**config.mk**
```make
export PLATFORM = sky130hd
export DESIGN_NAME = strap_loader
export DESIGN_NICKNAME = d
export VERILOG_FILES = /design/src/core/strap_decode.v /design/src/core/strap_loader.v
export VERILOG_INCLUDE_DIRS = /design/src /design/src/core
export SDC_FILE = /design/constraint.sdc
export NUM_CORES = 1
export LEC_CHECK = 0
export ABC_AREA = 1
export ABC_CLOCK_PERIOD_IN_PS = 1460
export BUFFER_PORTS_ARGS = -buffer_cell sky130_fd_sc_hd__buf_2
export CAP_MARGIN = 20
export CORE_ASPECT_RATIO = 1.75
export CORE_MARGIN = 3
export CORE_UTILIZATION = 35
export DETAILED_ROUTE_END_ITERATION = 6
export GPL_TIMING_DRIVEN = 0
export PLACE_DENSITY = 0.6
export SETUP_SLACK_MARGIN = 0.5
export SLEW_MARGIN = 15
export SYNTH_ARGS = -nofsm -noshare
export SYNTH_HDL_FRONTEND = slang
export SYNTH_SLANG_ARGS = --single-unit
```
**constraint.sdc**
```tcl
create_clock -name clock -period 1.46 [get_ports clock]
set_input_delay 0 -clock clock [delete_from_list [all_inputs] [get_ports clock]]
set_output_delay 0 -clock clock [all_outputs]
set_load 0.03 [all_outputs]
```
**src/core/strap_loader_consts.vh**
```
// Constants for the reset strap loader and the base register unlock logic.
`ifndef STRAP_LOADER_CONSTS_VH
`define STRAP_LOADER_CONSTS_VH

// ----------------------------------------------------------------------
// Register addresses and function codes
// ----------------------------------------------------------------------
`define BASE_ADDR_DEFAULT 32'h0003FF00
`define BASE_ADDR_RELOC 32'h0003FF04
`define KEY_ADDR 32'h0003FF08
`define FC_CPU_SPACE 4'h7
`define FC_DMA_BIT 3

// ----------------------------------------------------------------------
// Fields and reset values
// ----------------------------------------------------------------------
`define KEY_SEL_BIT 31
`define BASE_RESET 32'h00000000
`define BASE_WRITE_MASK 32'hFFFFE1FF
`define STRAP_RESET 3'h7
`define WIDTH_STRAP_RESET 1'h1

// ----------------------------------------------------------------------
// Strap codes
// ----------------------------------------------------------------------
`define CFG_SLAVE_8 3'h0
`define CFG_SLAVE_32 3'h1
`define CFG_SLAVE_16 3'h2
`define CFG_COMPANION 3'h3
`define CFG_CORE_32 3'h4
`define CFG_CORE_16 3'h5
`define CFG_SLAVE_NOBOOT 3'h6
`define CFG_CORE_8 3'h7

// Boot select port size encodings.
`define BOOT_OFF 2'h0
`define BOOT_8 2'h1
`define BOOT_16 2'h2
`define BOOT_32 2'h3

// Port E: eight pins, two select bits per pin.
`define PORT_E_PINS 8
`define PORT_E_ADDR 32'h0003FF0C
`define PORT_E_RESET 16'h0000

`endif

```
**src/core/strap_decode.v**
```verilog
// Decoder that turns the captured strap code into operating configuration.
`timescale 1ns/100ps
`default_nettype none
`include "strap_loader_consts.vh"

module strap_decode (
  input wire [2:0] code,
  output reg core_enable,
  output reg [1:0] boot_size,
  output reg relocate,
  output reg companion,
  output reg bus_request_out
);

  // ----------------------------------------------------------------------
  // Table decode
  // ----------------------------------------------------------------------
  // Pure table lookup; the caller registers the results.
  always @* begin
    core_enable = 1'b0;
    boot_size = `BOOT_32;
    relocate = 1'b0;
    companion = 1'b0;
    bus_request_out = 1'b1;
    case (code)
      `CFG_SLAVE_8: boot_size = `BOOT_8;
      `CFG_SLAVE_32: boot_size = `BOOT_32;
      `CFG_SLAVE_16: boot_size = `BOOT_16;
      `CFG_COMPANION: begin
        companion = 1'b1;
        bus_request_out = 1'b0;
      end
      `CFG_CORE_32: begin
        core_enable = 1'b1;
        bus_request_out = 1'b0;
      end
      `CFG_CORE_16: begin
        core_enable = 1'b1;
        boot_size = `BOOT_16;
        bus_request_out = 1'b0;
      end
      `CFG_SLAVE_NOBOOT: begin
        boot_size = `BOOT_OFF;
        relocate = 1'b1;
      end
      `CFG_CORE_8: begin
        core_enable = 1'b1;
        boot_size = `BOOT_8;
        bus_request_out = 1'b0;
      end
      default: boot_size = `BOOT_32;
    endcase
  end

endmodule
`default_nettype wire

```
**src/core/strap_loader.v**
```verilog
// Reset strap capture, configuration outputs and keyed base register access.
`timescale 1ns/100ps
`default_nettype none
`include "strap_loader_consts.vh"

module strap_loader (
  input wire clock,
  input wire arst_n,
  input wire sys_reset_n,
  input wire [2:0] config_strap,
  input wire bus_width_strap,
  input wire base_enable_key_pin,
  input wire dma_bus_request,
  input wire bus_request_line_in,
  input wire bus_grant_line_in,
  input wire burst_request,
  input wire reg_strobe,
  input wire reg_write,
  input wire [31:0] reg_addr,
  input wire [3:0] function_code,
  input wire [3:0] reg_byte_en,
  input wire [31:0] reg_wdata,
  output reg [31:0] reg_rdata,
  output reg reg_ack,
  output reg reg_miss,
  output reg burst_refused,
  output reg core_enable_q,
  output reg [1:0] boot_size_q,
  output reg companion_q,
  output reg relocated_q,
  output reg wide_bus_q,
  output reg bus_request_line_out,
  output reg bus_request_line_oe,
  output reg bus_grant_line_out,
  output reg bus_grant_line_oe,
  output reg dma_grant,
  output reg [31:0] module_base_q,
  output reg key_select_q,
  output reg [15:0] port_e_assignment_q,
  output reg [15:0] port_e_select_q
);

  // ----------------------------------------------------------------------
  // Pin synchronisers
  // ----------------------------------------------------------------------
  reg [2:0] cfg_s1_q;
  reg [2:0] cfg_s2_q;
  reg wid_s1_q;
  reg wid_s2_q;
  reg key_s1_q;
  reg key_s2_q;
  reg rst_s1_q;
  reg rst_s2_q;
  reg req_s1_q;
  reg req_s2_q;
  reg gnt_s1_q;
  reg gnt_s2_q;

  // Every strap, reset, key and arbitration pin passes two flops; only the second stage is read anywhere.
  // Mode and width straps. The reset values match the pad pull-ups, so a
  // floating strap reads as code 111 and a wide bus until it is sampled.
  // pull-up default wide
  always @(posedge clock or negedge arst_n) begin
    if (!arst_n) begin
      cfg_s1_q <= `STRAP_RESET;
      cfg_s2_q <= `STRAP_RESET;
      wid_s1_q <= `WIDTH_STRAP_RESET;
      wid_s2_q <= `WIDTH_STRAP_RESET;
    end else begin
      cfg_s1_q <= config_strap;
      cfg_s2_q <= cfg_s1_q;
      wid_s1_q <= bus_width_strap;
      wid_s2_q <= wid_s1_q;
    end
  end

  // System reset level. It starts asserted, so the straps keep loading
  // until two clean high samples prove that the reset pin has let go.
  always @(posedge clock or negedge arst_n) begin
    if (!arst_n) begin
      rst_s1_q <= 1'b0;
      rst_s2_q <= 1'b0;
    end else begin
      rst_s1_q <= sys_reset_n;
      rst_s2_q <= rst_s1_q;
    end
  end

  // Key enable pin, active low. It starts at the idle high level, so no
  // unlock can be taken from a stale sample right after reset.
  always @(posedge clock or negedge arst_n) begin
    if (!arst_n) begin
      key_s1_q <= 1'b1;
      key_s2_q <= 1'b1;
    end else begin
      key_s1_q <= base_enable_key_pin;
      key_s2_q <= key_s1_q;
    end
  end

  // Arbitration pins. Only the second stage is read, by the bus logic below.
  always @(posedge clock or negedge arst_n) begin
    if (!arst_n) begin
      req_s1_q <= 1'b0;
      req_s2_q <= 1'b0;
      gnt_s1_q <= 1'b0;
      gnt_s2_q <= 1'b0;
    end else begin
      req_s1_q <= bus_request_line_in;
      req_s2_q <= req_s1_q;
      gnt_s1_q <= bus_grant_line_in;
      gnt_s2_q <= gnt_s1_q;
    end
  end

  // ----------------------------------------------------------------------
  // Strap capture
  // ----------------------------------------------------------------------
  reg [2:0] code_q;
  wire dec_core;
  wire [1:0] dec_boot;
  wire dec_reloc;
  wire dec_comp;
  wire dec_req_out;

  strap_decode u_decode (
    .code(code_q),
    .core_enable(dec_core),
    .boot_size(dec_boot),
    .relocate(dec_reloc),
    .companion(dec_comp),
    .bus_request_out(dec_req_out)
  );

  // Straps are captured by a clocked process while system reset is held,
  // never by the asynchronous reset, so a pin value is not loaded async.
  // sample during reset
  always @(posedge clock or negedge arst_n) begin
    if (!arst_n) begin
      code_q <= `STRAP_RESET;
      wide_bus_q <= `WIDTH_STRAP_RESET;
    end else if (!rst_s2_q) begin
      code_q <= cfg_s2_q;
      wide_bus_q <= wid_s2_q;
    end
    // Released: code and width hold until the next system reset.
    // hold after release
  end

  // Configuration outputs are registered copies of the decode. They lag the
  // captured code by one edge and stand still once the code stops loading.
  always @(posedge clock or negedge arst_n) begin
    if (!arst_n) begin
      core_enable_q <= 1'b1;
      boot_size_q <= `BOOT_8;
      companion_q <= 1'b0;
      relocated_q <= 1'b0;
    end else begin
      core_enable_q <= dec_core;
      boot_size_q <= dec_boot;
      companion_q <= dec_comp;
      relocated_q <= dec_reloc;
    end
  end

  // Arbitration pin directions. Both drivers stay off through the async
  // reset, so nothing fights the outside master before a code is known.
  // arbitration pin direction
  always @(posedge clock or negedge arst_n) begin
    if (!arst_n) begin
      bus_request_line_oe <= 1'b0;
      bus_grant_line_oe <= 1'b0;
    end else begin
      bus_request_line_oe <= dec_req_out;
      bus_grant_line_oe <= ~dec_req_out;
    end
  end

  // ----------------------------------------------------------------------
  // Bus arbitration for the DMA engines
  // ----------------------------------------------------------------------
  // When the core is off, outside companion mode, the DMA engines ask the outside master for the bus
  // on the request line and own it once the grant line answers.
  // The grant passes the pin synchroniser and the grant register, so it counts three edges after the
  // pin moves; the outside master must hold it at least that long.
  // DMA owns bus
  always @(posedge clock or negedge arst_n) begin
    if (!arst_n) begin
      bus_request_line_out <= 1'b0;
      bus_grant_line_out <= 1'b0;
      dma_grant <= 1'b0;
    end else if (bus_request_line_oe) begin
      bus_request_line_out <= dma_bus_request;
      bus_grant_line_out <= 1'b0;
      dma_grant <= dma_bus_request & gnt_s2_q;
    end else begin
      // Grant driven outward: pass the synchronised outside request on, one edge
      // after its second stage, while no internal DMA wants the bus.
      bus_request_line_out <= 1'b0;
      bus_grant_line_out <= req_s2_q & ~dma_bus_request;
      dma_grant <= dma_bus_request & ~req_s2_q;
    end
  end

  // ----------------------------------------------------------------------
  // Register access decode
  // ----------------------------------------------------------------------
  // Byte lane mask built from the four byte enables.
  function [31:0] lane_mask;
    input [3:0] be;
    begin
      lane_mask = {{8{be[3]}}, {8{be[2]}}, {8{be[1]}}, {8{be[0]}}};
    end
  endfunction

  // Access decode. The relocated pair answers only CPU space; port E is
  // open to every function code outside DMA space.
  wire cpu_space = (function_code == `FC_CPU_SPACE);
  wire [31:0] base_loc = relocated_q ? `BASE_ADDR_RELOC : `BASE_ADDR_DEFAULT;
  wire hit_base = cpu_space && (reg_addr == base_loc);
  wire hit_key = cpu_space && relocated_q && (reg_addr == `KEY_ADDR);
  wire hit_pe = (reg_addr == `PORT_E_ADDR) && !function_code[`FC_DMA_BIT];
  wire base_open = !relocated_q || key_select_q;
  // no burst support with the core off
  // A burst is refused whole while the core is off; refusing only the
  // answer would still let its write land in a register.
  wire refused = burst_request && !core_enable_q;
  wire take = reg_strobe && !refused;
  wire take_write = take && reg_write;
  wire hit_any = (hit_base && base_open) || hit_key || hit_pe;
  wire [31:0] lanes = lane_mask(reg_byte_en);
  wire [31:0] wmask = lanes & `BASE_WRITE_MASK;
  wire [15:0] pe_mask = lanes[15:0];

  // ----------------------------------------------------------------------
  // Registers
  // ----------------------------------------------------------------------
  // Module base register. It reloads its reset value for the whole system
  // reset, so a base written before the straps settle never survives. A
  // locked or refused write leaves it untouched.
  always @(posedge clock or negedge arst_n) begin
    if (!arst_n) begin
      module_base_q <= `BASE_RESET;
    end else if (!rst_s2_q) begin
      module_base_q <= `BASE_RESET;
    end else if (take_write && hit_base && base_open) begin
      // Bits 12:9 are masked so they always read as zero.
      module_base_q <= (module_base_q & ~wmask) | (reg_wdata & wmask);
    end
  end

  // Select bit of the enable key. The key write and the low-byte base write
  // sit at different addresses, so a set and a clear never meet in one
  // cycle; were they to, the later assignment, the set, would win.
  always @(posedge clock or negedge arst_n) begin
    if (!arst_n) begin
      key_select_q <= 1'b0;
    end else if (!rst_s2_q) begin
      key_select_q <= 1'b0;
    end else if (take_write) begin
      if (hit_base && base_open && reg_byte_en[0]) begin
        key_select_q <= 1'b0;
      end
      if (hit_key && reg_byte_en[3] && reg_wdata[`KEY_SEL_BIT] && !key_s2_q) begin
        key_select_q <= 1'b1;
      end
    end
  end

  // Port E assignment register, written lane by lane. It clears during the
  // system reset like the module base and key select registers.
  always @(posedge clock or negedge arst_n) begin
    if (!arst_n) begin
      port_e_assignment_q <= `PORT_E_RESET;
    end else if (!rst_s2_q) begin
      port_e_assignment_q <= `PORT_E_RESET;
    end else if (take_write && hit_pe) begin
      port_e_assignment_q <= (port_e_assignment_q & ~pe_mask) | (reg_wdata[15:0] & pe_mask);
    end
  end

  // Read data. It is loaded on every taken access and holds until the
  // next one, so the master may take it with the acknowledge or later.
  // Misses load zero so no stale register value leaks onto the bus.
  always @(posedge clock or negedge arst_n) begin
    if (!arst_n) begin
      reg_rdata <= 32'h00000000;
    end else if (take) begin
      if (hit_base && base_open) begin
        reg_rdata <= module_base_q;
      end else if (hit_key) begin
        reg_rdata <= {key_select_q, 31'h00000000};
      end else if (hit_pe) begin
        reg_rdata <= {16'h0000, port_e_assignment_q};
      end else begin
        reg_rdata <= 32'h00000000;
      end
    end
  end

  // One-cycle answer pulses. Unmapped or locked accesses get a miss so the
  // outside bus can run an external cycle instead; exactly one of the three
  // pulses follows every strobe.
  always @(posedge clock or negedge arst_n) begin
    if (!arst_n) begin
      reg_ack <= 1'b0;
      reg_miss <= 1'b0;
      burst_refused <= 1'b0;
    end else begin
      reg_ack <= take && hit_any;
      reg_miss <= take && !hit_any;
      burst_refused <= reg_strobe && refused;
    end
  end

  // ----------------------------------------------------------------------
  // Port E pin function select
  // ----------------------------------------------------------------------
  // Each pin takes its own two-bit function code from the assignment
  // register, one edge later. The decode of each code into a pin function
  // sits with the pads; this block only holds and presents the selection.
  // per-pin function select
  integer i;
  always @(posedge clock or negedge arst_n) begin
    if (!arst_n) begin
      port_e_select_q <= `PORT_E_RESET;
    end else begin
      for (i = 0; i < `PORT_E_PINS; i = i + 1) begin
        port_e_select_q[2*i +: 2] <= port_e_assignment_q[2*i +: 2];
      end
    end
  end

endmodule
`default_nettype wire

```
## After elaboration in Yosys (flattened, before gate mapping)

Index checks and enable logic that the tools add are counted.
Widths: inputs -> output; s select.

| storage, ports and cells | value |
|---|---|
| bits in read-only memories | 0 |
| latch bits | 0 |
| input bits | 86 |
| logic and storage cells | 111 |
| memories kept | 0 |
| RAM bits | 0 |
| register bits after elaboration | 130 |
| output and inout port bits | 111 |

| cells by class | value |
|---|---|
| div/mod/pow operators | 0 |
| bitwise logic cells | 13 |
| add/subtract/negate cells | 0 |
| shift-type cells | 0 |
| multiplexer cells | 20 |
| $lt $le $gt $ge | 0 |
| equality and inequality tests | 14 |
| reduce and logical (&&, ||, !) cells | 33 |
| $mul | 0 |

Operators with widths:

| kind | count |
|---|---|
| $mux 32 | 4 |
| $and 32x32->32 | 2 |
| $eq 32x18->1 const B | 2 |
| $mux 16 | 3 |
| $and 16x16->16 | 2 |
| $eq 32x18->1 | 1 |
| $not 32->32 | 1 |
| $or 32x32->32 | 1 |
| $logic_and 1x1->1 | 18 |
| $not 16->16 | 1 |
| $or 16x16->16 | 1 |
| $eq 3x3->1 const B | 4 |
| $mux 1 | 11 |
| $eq 3x2->1 const B | 2 |
| $logic_not 1->1 | 6 |
| $ne 2x1->1 const B | 3 |
| $pmux 2 s3 | 1 |
| $eq 4x3->1 const B | 1 |
| $reduce_or 2->1 | 2 |
| $reduce_or 4->1 | 1 |
| $and 1x1->1 | 3 |
| $logic_not 3->1 | 1 |
| $logic_or 1x1->1 | 3 |
| $mux 3 | 1 |
| 4 further kinds | 5 |

## Depth between registers and ports, before layout

| logic depth | value |
|---|---|
| depth in word-level cells | 9 |
| mapped depth | 12 |
| mapped depth without buffers | 11 |

## Hierarchy

A second synthesis with hierarchy kept.

| unflattened totals | value |
|---|---|
| cell total of the unflattened synthesis | 618 |
| area, all modules | 5636.7 um2 |

By module, submodules not included:

| module | instances | area an instance (um2) | sequential area each (um2) | cells each |
|---|---|---|---|---|
| strap_loader | 1 | 5560.3 | 3173.0 | 602 |
| strap_decode | 1 | 76.3 | 0.0 | 16 |

## Least setup slack after synthesis

Ideal clock, no wire load.

| timing path | value |
|---|---|
| path kind | register to register |
| start point | reg core_enable_q |
| end point | reg port_e_assignment_q[10] |
| buffers on the path | 2 |
| stages on the path, launching flop included | 8 |
| period minus slack after synthesis | 1.680 ns |
| arrival time | 1.560 ns |
| slack | -0.220 ns |
| cell sequence | dfstp_2 > o21ai_2 > nor2_1 > buf_2 > nand4_2 > buf_2 > nand3_1 > nand2_1 |

| on the way | value |
|---|---|
| word-level cells in the longest chain between the ends | 7 |

RTL lines:

| what | line | source |
|---|---|---|
| from (decl) | strap_loader.v:27 | `output reg core_enable_q,` |
| from (signal assigned) | strap_loader.v:159 | `core_enable_q <= dec_core;` |
| $logic_not 1->1 | strap_loader.v:227 | `wire refused = burst_request && !core_enable_q;` |
| $logic_and 1x1->1 | strap_loader.v:227 |  |
| $logic_not 1->1 | strap_loader.v:228 | `wire take = reg_strobe && !refused;` |
| $logic_and 1x1->1 | strap_loader.v:228 |  |
| $logic_and 1x1->1 | strap_loader.v:229 | `wire take_write = take && reg_write;` |
| $logic_and 1x1->1 | strap_loader.v:277 | `end else if (take_write && hit_pe) begin` |
| $ne 2x1->1 (no source line) | - |  |
| to (signal assigned) | strap_loader.v:274 | `` port_e_assignment_q <= `PORT_E_RESET; `` |
| to (signal assigned) | strap_loader.v:276 | `` port_e_assignment_q <= `PORT_E_RESET; `` |
| to (signal assigned) | strap_loader.v:278 | `port_e_assignment_q <= (port_e_assignment_q & ~pe_mask) \| (reg_wdata[15:0] & pe_mask);` |
| to (decl) | strap_loader.v:39 | `output reg [15:0] port_e_assignment_q,` |

No other way between the ends.
A chain may end at the register's enable or synchronous reset.

## Worst setup path after layout

| timing path | value |
|---|---|
| start point | reg core_enable_q |
| end point | reg reg_rdata[5] |

| on the way | value |
|---|---|
| word-level cells in the longest chain between the ends | 4 |

RTL lines:

| what | line | source |
|---|---|---|
| $logic_not 1->1 | strap_loader.v:227 |  |
| $logic_and 1x1->1 | strap_loader.v:227 |  |
| $logic_not 1->1 | strap_loader.v:228 |  |
| $logic_and 1x1->1 | strap_loader.v:228 |  |
| to (signal assigned) | strap_loader.v:290 | `reg_rdata <= module_base_q;` |
| to (signal assigned) | strap_loader.v:292 | `reg_rdata <= {key_select_q, 31'h00000000};` |
| to (signal assigned) | strap_loader.v:294 | `reg_rdata <= {16'h0000, port_e_assignment_q};` |
| to (decl) | strap_loader.v:23 | `output reg [31:0] reg_rdata,` |

No other way between the ends.

==> flow_summary.html <==
<table>
<tr><th>Metric</th><th>Value</th></tr>
<tr><th colspan="2">Logic synthesis</th></tr>
<tr><td>Post-Synthesis Cells</td><td>613</td></tr>
<tr><td>Simple-gate portion of the synthesized area</td><td>between 20% and 30%</td></tr>
<tr><td>Post-synthesis average cell area</td><td>9.26 µm²</td></tr>
<tr><td>Portion of netlist area occupied by mux cells</td><td>2.84%</td></tr>
<tr><td>Main combinational cell family by area after synthesis</td><td>simple AND/OR/NAND/NOR gates</td></tr>
<tr><td>Count of yosys warnings during synthesis</td><td>0</td></tr>
<tr><td>Netlist cell types</td><td>32</td></tr>
<tr><td>Share of the synthesized area in compound gates (AO/OA/AOI/OAI)</td><td>6.39%</td></tr>
<tr><td>Xor/xnor cell area share of the yosys netlist</td><td>0%</td></tr>
<tr><td>Sequential-to-total area share from yosys stat</td><td>about 56%</td></tr>
<tr><td>Post-Synthesis Cell Area</td><td>around 5700 µm²</td></tr>
<tr><td>Adder-cell area share of the yosys netlist</td><td>0%</td></tr>
<tr><td>Flip-flop and latch count after synthesis</td><td>126</td></tr>
<tr><th colspan="2">Pwr</th></tr>
<tr><td>Final total power</td><td>9.30 mW</td></tr>
<tr><td>Worst vdd ir</td><td>709 µV</td></tr>
<tr><td>Pwr dens</td><td>921 nW/µm²</td></tr>
<tr><td>Pleak</td><td>~5.1 nW</td></tr>
<tr><th colspan="2">Timing</th></tr>
<tr><td>Setup slack after layout</td><td>-0.139 ns</td></tr>
<tr><td>Endpoints failing setup</td><td>75</td></tr>
<tr><td>Unrepaired setup endpoints after global routing</td><td>true</td></tr>
<tr><td>Number of endpoints with negative hold slack in the final report</td><td>59</td></tr>
<tr><td>Maximum frequency from static timing analysis</td><td>~0.63 GHz</td></tr>
<tr><td>Final critical delay including setup and external delays</td><td>1.60 ns</td></tr>
<tr><td>Transition at the pin with the smallest max-transition slack</td><td>~0.7 ns</td></tr>
<tr><td>Setup Skew</td><td>0.00544 ns</td></tr>
<tr><td>Rel. slew slack</td><td>54.0%</td></tr>
<tr><td>Final Cycle Share</td><td>110%</td></tr>
<tr><td>Total Negative Setup Slacks</td><td>-6.27 ns</td></tr>
<tr><td>Count of final max-slew check failures</td><td>0</td></tr>
<tr><td>Hold WS</td><td>-0.451 ns</td></tr>
<tr><th colspan="2">Critical path</th></tr>
<tr><td>Data arrival time of the critical path</td><td>1.92 ns</td></tr>
<tr><td>Type of the worst setup path</td><td>reg -&gt; reg</td></tr>
<tr><td>CP Capture Type</td><td>flop</td></tr>
<tr><td>Required arrival time at the worst endpoint</td><td>1.78 ns</td></tr>
<tr><td>Type of origin of the critical path</td><td>flop</td></tr>
<tr><td>Crit path max fanout</td><td>5</td></tr>
<tr><th colspan="2">Floorplan</th></tr>
<tr><td>Number of top-level pins</td><td>197</td></tr>
<tr><td>DIE WIDTH</td><td>102 µm</td></tr>
<tr><td>Cell row count</td><td>61</td></tr>
<tr><td>Die H</td><td>around 170 µm</td></tr>
<tr><td>Initial Utilization</td><td>35.8%</td></tr>
<tr><td>Die area</td><td>roughly 18,000 µm²</td></tr>
<tr><td>Placeable core area</td><td>15,900 µm²</td></tr>
<tr><th colspan="2">Clocking</th></tr>
<tr><td>H-tree Lvls</td><td>4</td></tr>
<tr><td>CTS tree</td><td>yes</td></tr>
<tr><td># hold bufs at CTS</td><td>43</td></tr>
<tr><td>Inserted Clock Buffers</td><td>17</td></tr>
<tr><td>Number of buffers on the longest clock path</td><td>2</td></tr>
<tr><td>Root Buffer</td><td>sky130_fd_sc_hd__clkbuf_16</td></tr>
<tr><td>Reg clk slew, reported paths</td><td>~0.060 ns</td></tr>
<tr><td>Num Clock Sinks</td><td>about 130</td></tr>
<tr><td>Clock latency on the worst-skew pair</td><td>0.42 ns</td></tr>
<tr><th colspan="2">Global routing</th></tr>
<tr><td>Antenna violations before repair</td><td>0</td></tr>
<tr><td>GR Overflow Total</td><td>0</td></tr>
<tr><td>Met1 track demand over resource</td><td>24.7%</td></tr>
<tr><td>Vias in the first global route</td><td>5,923</td></tr>
<tr><td>Met2 usage in global routing</td><td>42.2%</td></tr>
<tr><td>Global-route wire length before repair</td><td>slightly above 30 mm</td></tr>
<tr><td>Global Route met3 Usage</td><td>3.53%</td></tr>
<tr><td>Maximum number of pins on one net before global-route repair</td><td>between 60 and 70</td></tr>
<tr><td>Combined global-route utilization of all metal layers</td><td>22.9%</td></tr>
<tr><td>Most used routing layer in global routing</td><td>met2</td></tr>
<tr><th colspan="2">Layout</th></tr>
<tr><td>Post-Layout Cell Count</td><td>1,173</td></tr>
<tr><td>Synthesis-to-finish area growth</td><td>77.9%</td></tr>
<tr><td>Antenna Cells</td><td>0</td></tr>
<tr><td>Utilization after layout</td><td>63.6%</td></tr>
<tr><td>Leading cell type in the layout, fill and taps excluded</td><td>sky130_fd_sc_hd__nand2_1</td></tr>
<tr><td>Leading cell types in the layout, fill and taps excluded</td><td>sky130_fd_sc_hd__nand2_1 (168), sky130_fd_sc_hd__buf_6 (123), sky130_fd_sc_hd__dfrtp_1 (104), sky130_fd_sc_hd__buf_2 (88), sky130_fd_sc_hd__buf_4 (86)</td></tr>
<tr><td>Number of nets in the finished design</td><td>1,057</td></tr>
<tr><td>Design Area, Final</td><td>just over 10,000 µm²</td></tr>
<tr><td>Share of layout cells above drive strength 1</td><td>52.5%</td></tr>
<tr><th colspan="2">Placement</th></tr>
<tr><td>Global placer's final weighted congestion</td><td>0.810</td></tr>
<tr><td>Count of input and output buffers</td><td>188</td></tr>
<tr><td>Detailed-placement wirelength estimate</td><td>about 12 mm</td></tr>
<tr><td>Number of placed cells counting well taps</td><td>994</td></tr>
<tr><td>Cell area reported after detailed placement</td><td>7010 µm²</td></tr>
<tr><td>Worst slack, placed</td><td>-0.198 ns</td></tr>
<tr><th colspan="2">Route</th></tr>
<tr><td>WL final</td><td>slightly above 20 mm</td></tr>
<tr><td>Router iterations before antenna repair</td><td>4</td></tr>
<tr><td>Detailed router's first-iteration violation count</td><td>203</td></tr>
<tr><td>Via count</td><td>5,727</td></tr>
<tr><td>Wire length per cell after detailed routing</td><td>approximately 18 µm</td></tr>
<tr><td>Via density per instance</td><td>4.88</td></tr>
<tr><td>Final ANT Viol Nets</td><td>0</td></tr>
<tr><td>Residual DRC count</td><td>0</td></tr>
<tr><th colspan="2">Run status</th></tr>
<tr><td>Failing checks</td><td>hold timing, setup timing</td></tr>
<tr><td>Outcome</td><td>finished, violations left</td></tr>
<tr><th colspan="2">Flow run</th></tr>
<tr><td>Number of maximum-capacitance constraint violations</td><td>0</td></tr>
<tr><th colspan="2">Min path</th></tr>
<tr><td>Worst Hold Class</td><td>in -&gt; async</td></tr>
</table>
[flip-flops by register name, summed over array words and instances (netlist names), 2 cells and up]
name,flops
module_base_q,28
port_e_select_q,16
reg_rdata,32
cfg_s1_q,3
cfg_s2_q,3
port_e_assignment_q,16
code_q,3
boot_size_q,2
[layer usage]
metal  part of all wire (%)  vias to the layer above
met5                      0                        -
met3                    4.3                       57
met1                     35                     2758
li1                       -                     2708
met2                     57                      204
met4                    3.7                        0
[final cells by class]
cell class	count	area (µm²)
fillers	1262	5770
flip-flops and latches	126	3180
repair buffers	336	3050
multi-input cells	408	2500
clock buffers	17	425
plain buffers	37	373
well taps	189	236
inverters	45	184
clock inverters	15	153
[cell families (layout without fill, tap and decap cells)]
kind of cell	count (synthesis)	count (layout)
AND/OR/NAND/NOR	338	338
multiplexers	16	16
flip-flops	126	126
other	1	4
buffers and inverters	82	450
AO/OA/AOI/OAI	50	50
[power breakdown]
part	switching (mW)	internal, mW	total [mW]
Sequential	0.0754	3.63	3.71
Clock	1.78	2.40	4.18
Combinational	0.736	0.681	1.42
Total	2.60	6.71	9.30
[critical path: stages (launching register included)]
cell and delay [ns]:
sky130_fd_sc_hd__dfstp_2 0.38, sky130_fd_sc_hd__o21ai_4 0.25, sky130_fd_sc_hd__clkinvlp_4 0.23, sky130_fd_sc_hd__buf_12 0.17, sky130_fd_sc_hd__buf_16 0.14, sky130_fd_sc_hd__or2_4 0.23
sky130_fd_sc_hd__nand2_2 0.06, sky130_fd_sc_hd__inv_2 0.03
[what timing repair did]
item,4_1_cts,5_1_grt
gates resized for setup,268,101
endpoints found under the setup margin,172,194
pin swaps,44,25
setup buffers,85,11
endpoints found under the hold margin,108,59
gates cloned,4,4
[cells in the mapped netlist]
cell type                  count  area share (%)
sky130_fd_sc_hd__mux2i_1      15             2.6
sky130_fd_sc_hd__o21ai_0      12             1.1
sky130_fd_sc_hd__nand4_1      20             2.2
sky130_fd_sc_hd__nor3_1        2            0.18
sky130_fd_sc_hd__dfstp_2      16             7.4
sky130_fd_sc_hd__o21bai_1      1            0.13
sky130_fd_sc_hd__buf_2         7            0.62
sky130_fd_sc_hd__mux2_2        1            0.20
sky130_fd_sc_hd__buf_1         8            0.53
sky130_fd_sc_hd__dfrtp_1     110              48
sky130_fd_sc_hd__o21ai_2      21             3.2
sky130_fd_sc_hd__inv_2         3            0.20
sky130_fd_sc_hd__inv_1        42             2.8
sky130_fd_sc_hd__nand2_4       1            0.20
sky130_fd_sc_hd__nand2_1     180              12
sky130_fd_sc_hd__a21boi_0     12             1.6
sky130_fd_sc_hd__nand4_2       1            0.22
sky130_fd_sc_hd__nand3_2      20             3.5
sky130_fd_sc_hd__nor2_2        3            0.33
sky130_fd_sc_hd__conb_1        1           0.066
sky130_fd_sc_hd__a31oi_1       1            0.11
sky130_fd_sc_hd__or2_2        13             1.4
sky130_fd_sc_hd__a21oi_1       3            0.26
sky130_fd_sc_hd__nand2_2       1            0.11
sky130_fd_sc_hd__nor2_4        1            0.20
sky130_fd_sc_hd__buf_6         5            0.99
sky130_fd_sc_hd__nor3b_1       1            0.13
sky130_fd_sc_hd__nand3_1      61             5.4
sky130_fd_sc_hd__nand3b_1      1            0.13
sky130_fd_sc_hd__buf_4         7            0.93
sky130_fd_sc_hd__nor2_1       33             2.2
sky130_fd_sc_hd__clkbuf_1     10            0.66
[path summary, 6_finish.rpt]
| path | from | depth (start not counted) | end | slack (ns) |
|---|---|---|---|---|
| max in group asynchronous | arst_n | 2 | key_s1_q | 1.12 |
| max reg2reg | core_enable_q | 7 | reg_rdata[5] | -0.14 |
| min | arst_n | 1 | port_e_select_q[8] | -0.45 |
| min in group clock | reg_strobe | 4 | reg_miss | 0.03 |
| min reg2reg | rst_s1_q | 0 | rst_s2_q | 0.35 |
| max | core_enable_q | 7 | reg_rdata[5] | -0.14 |
(Power assumes the default switching activity.)
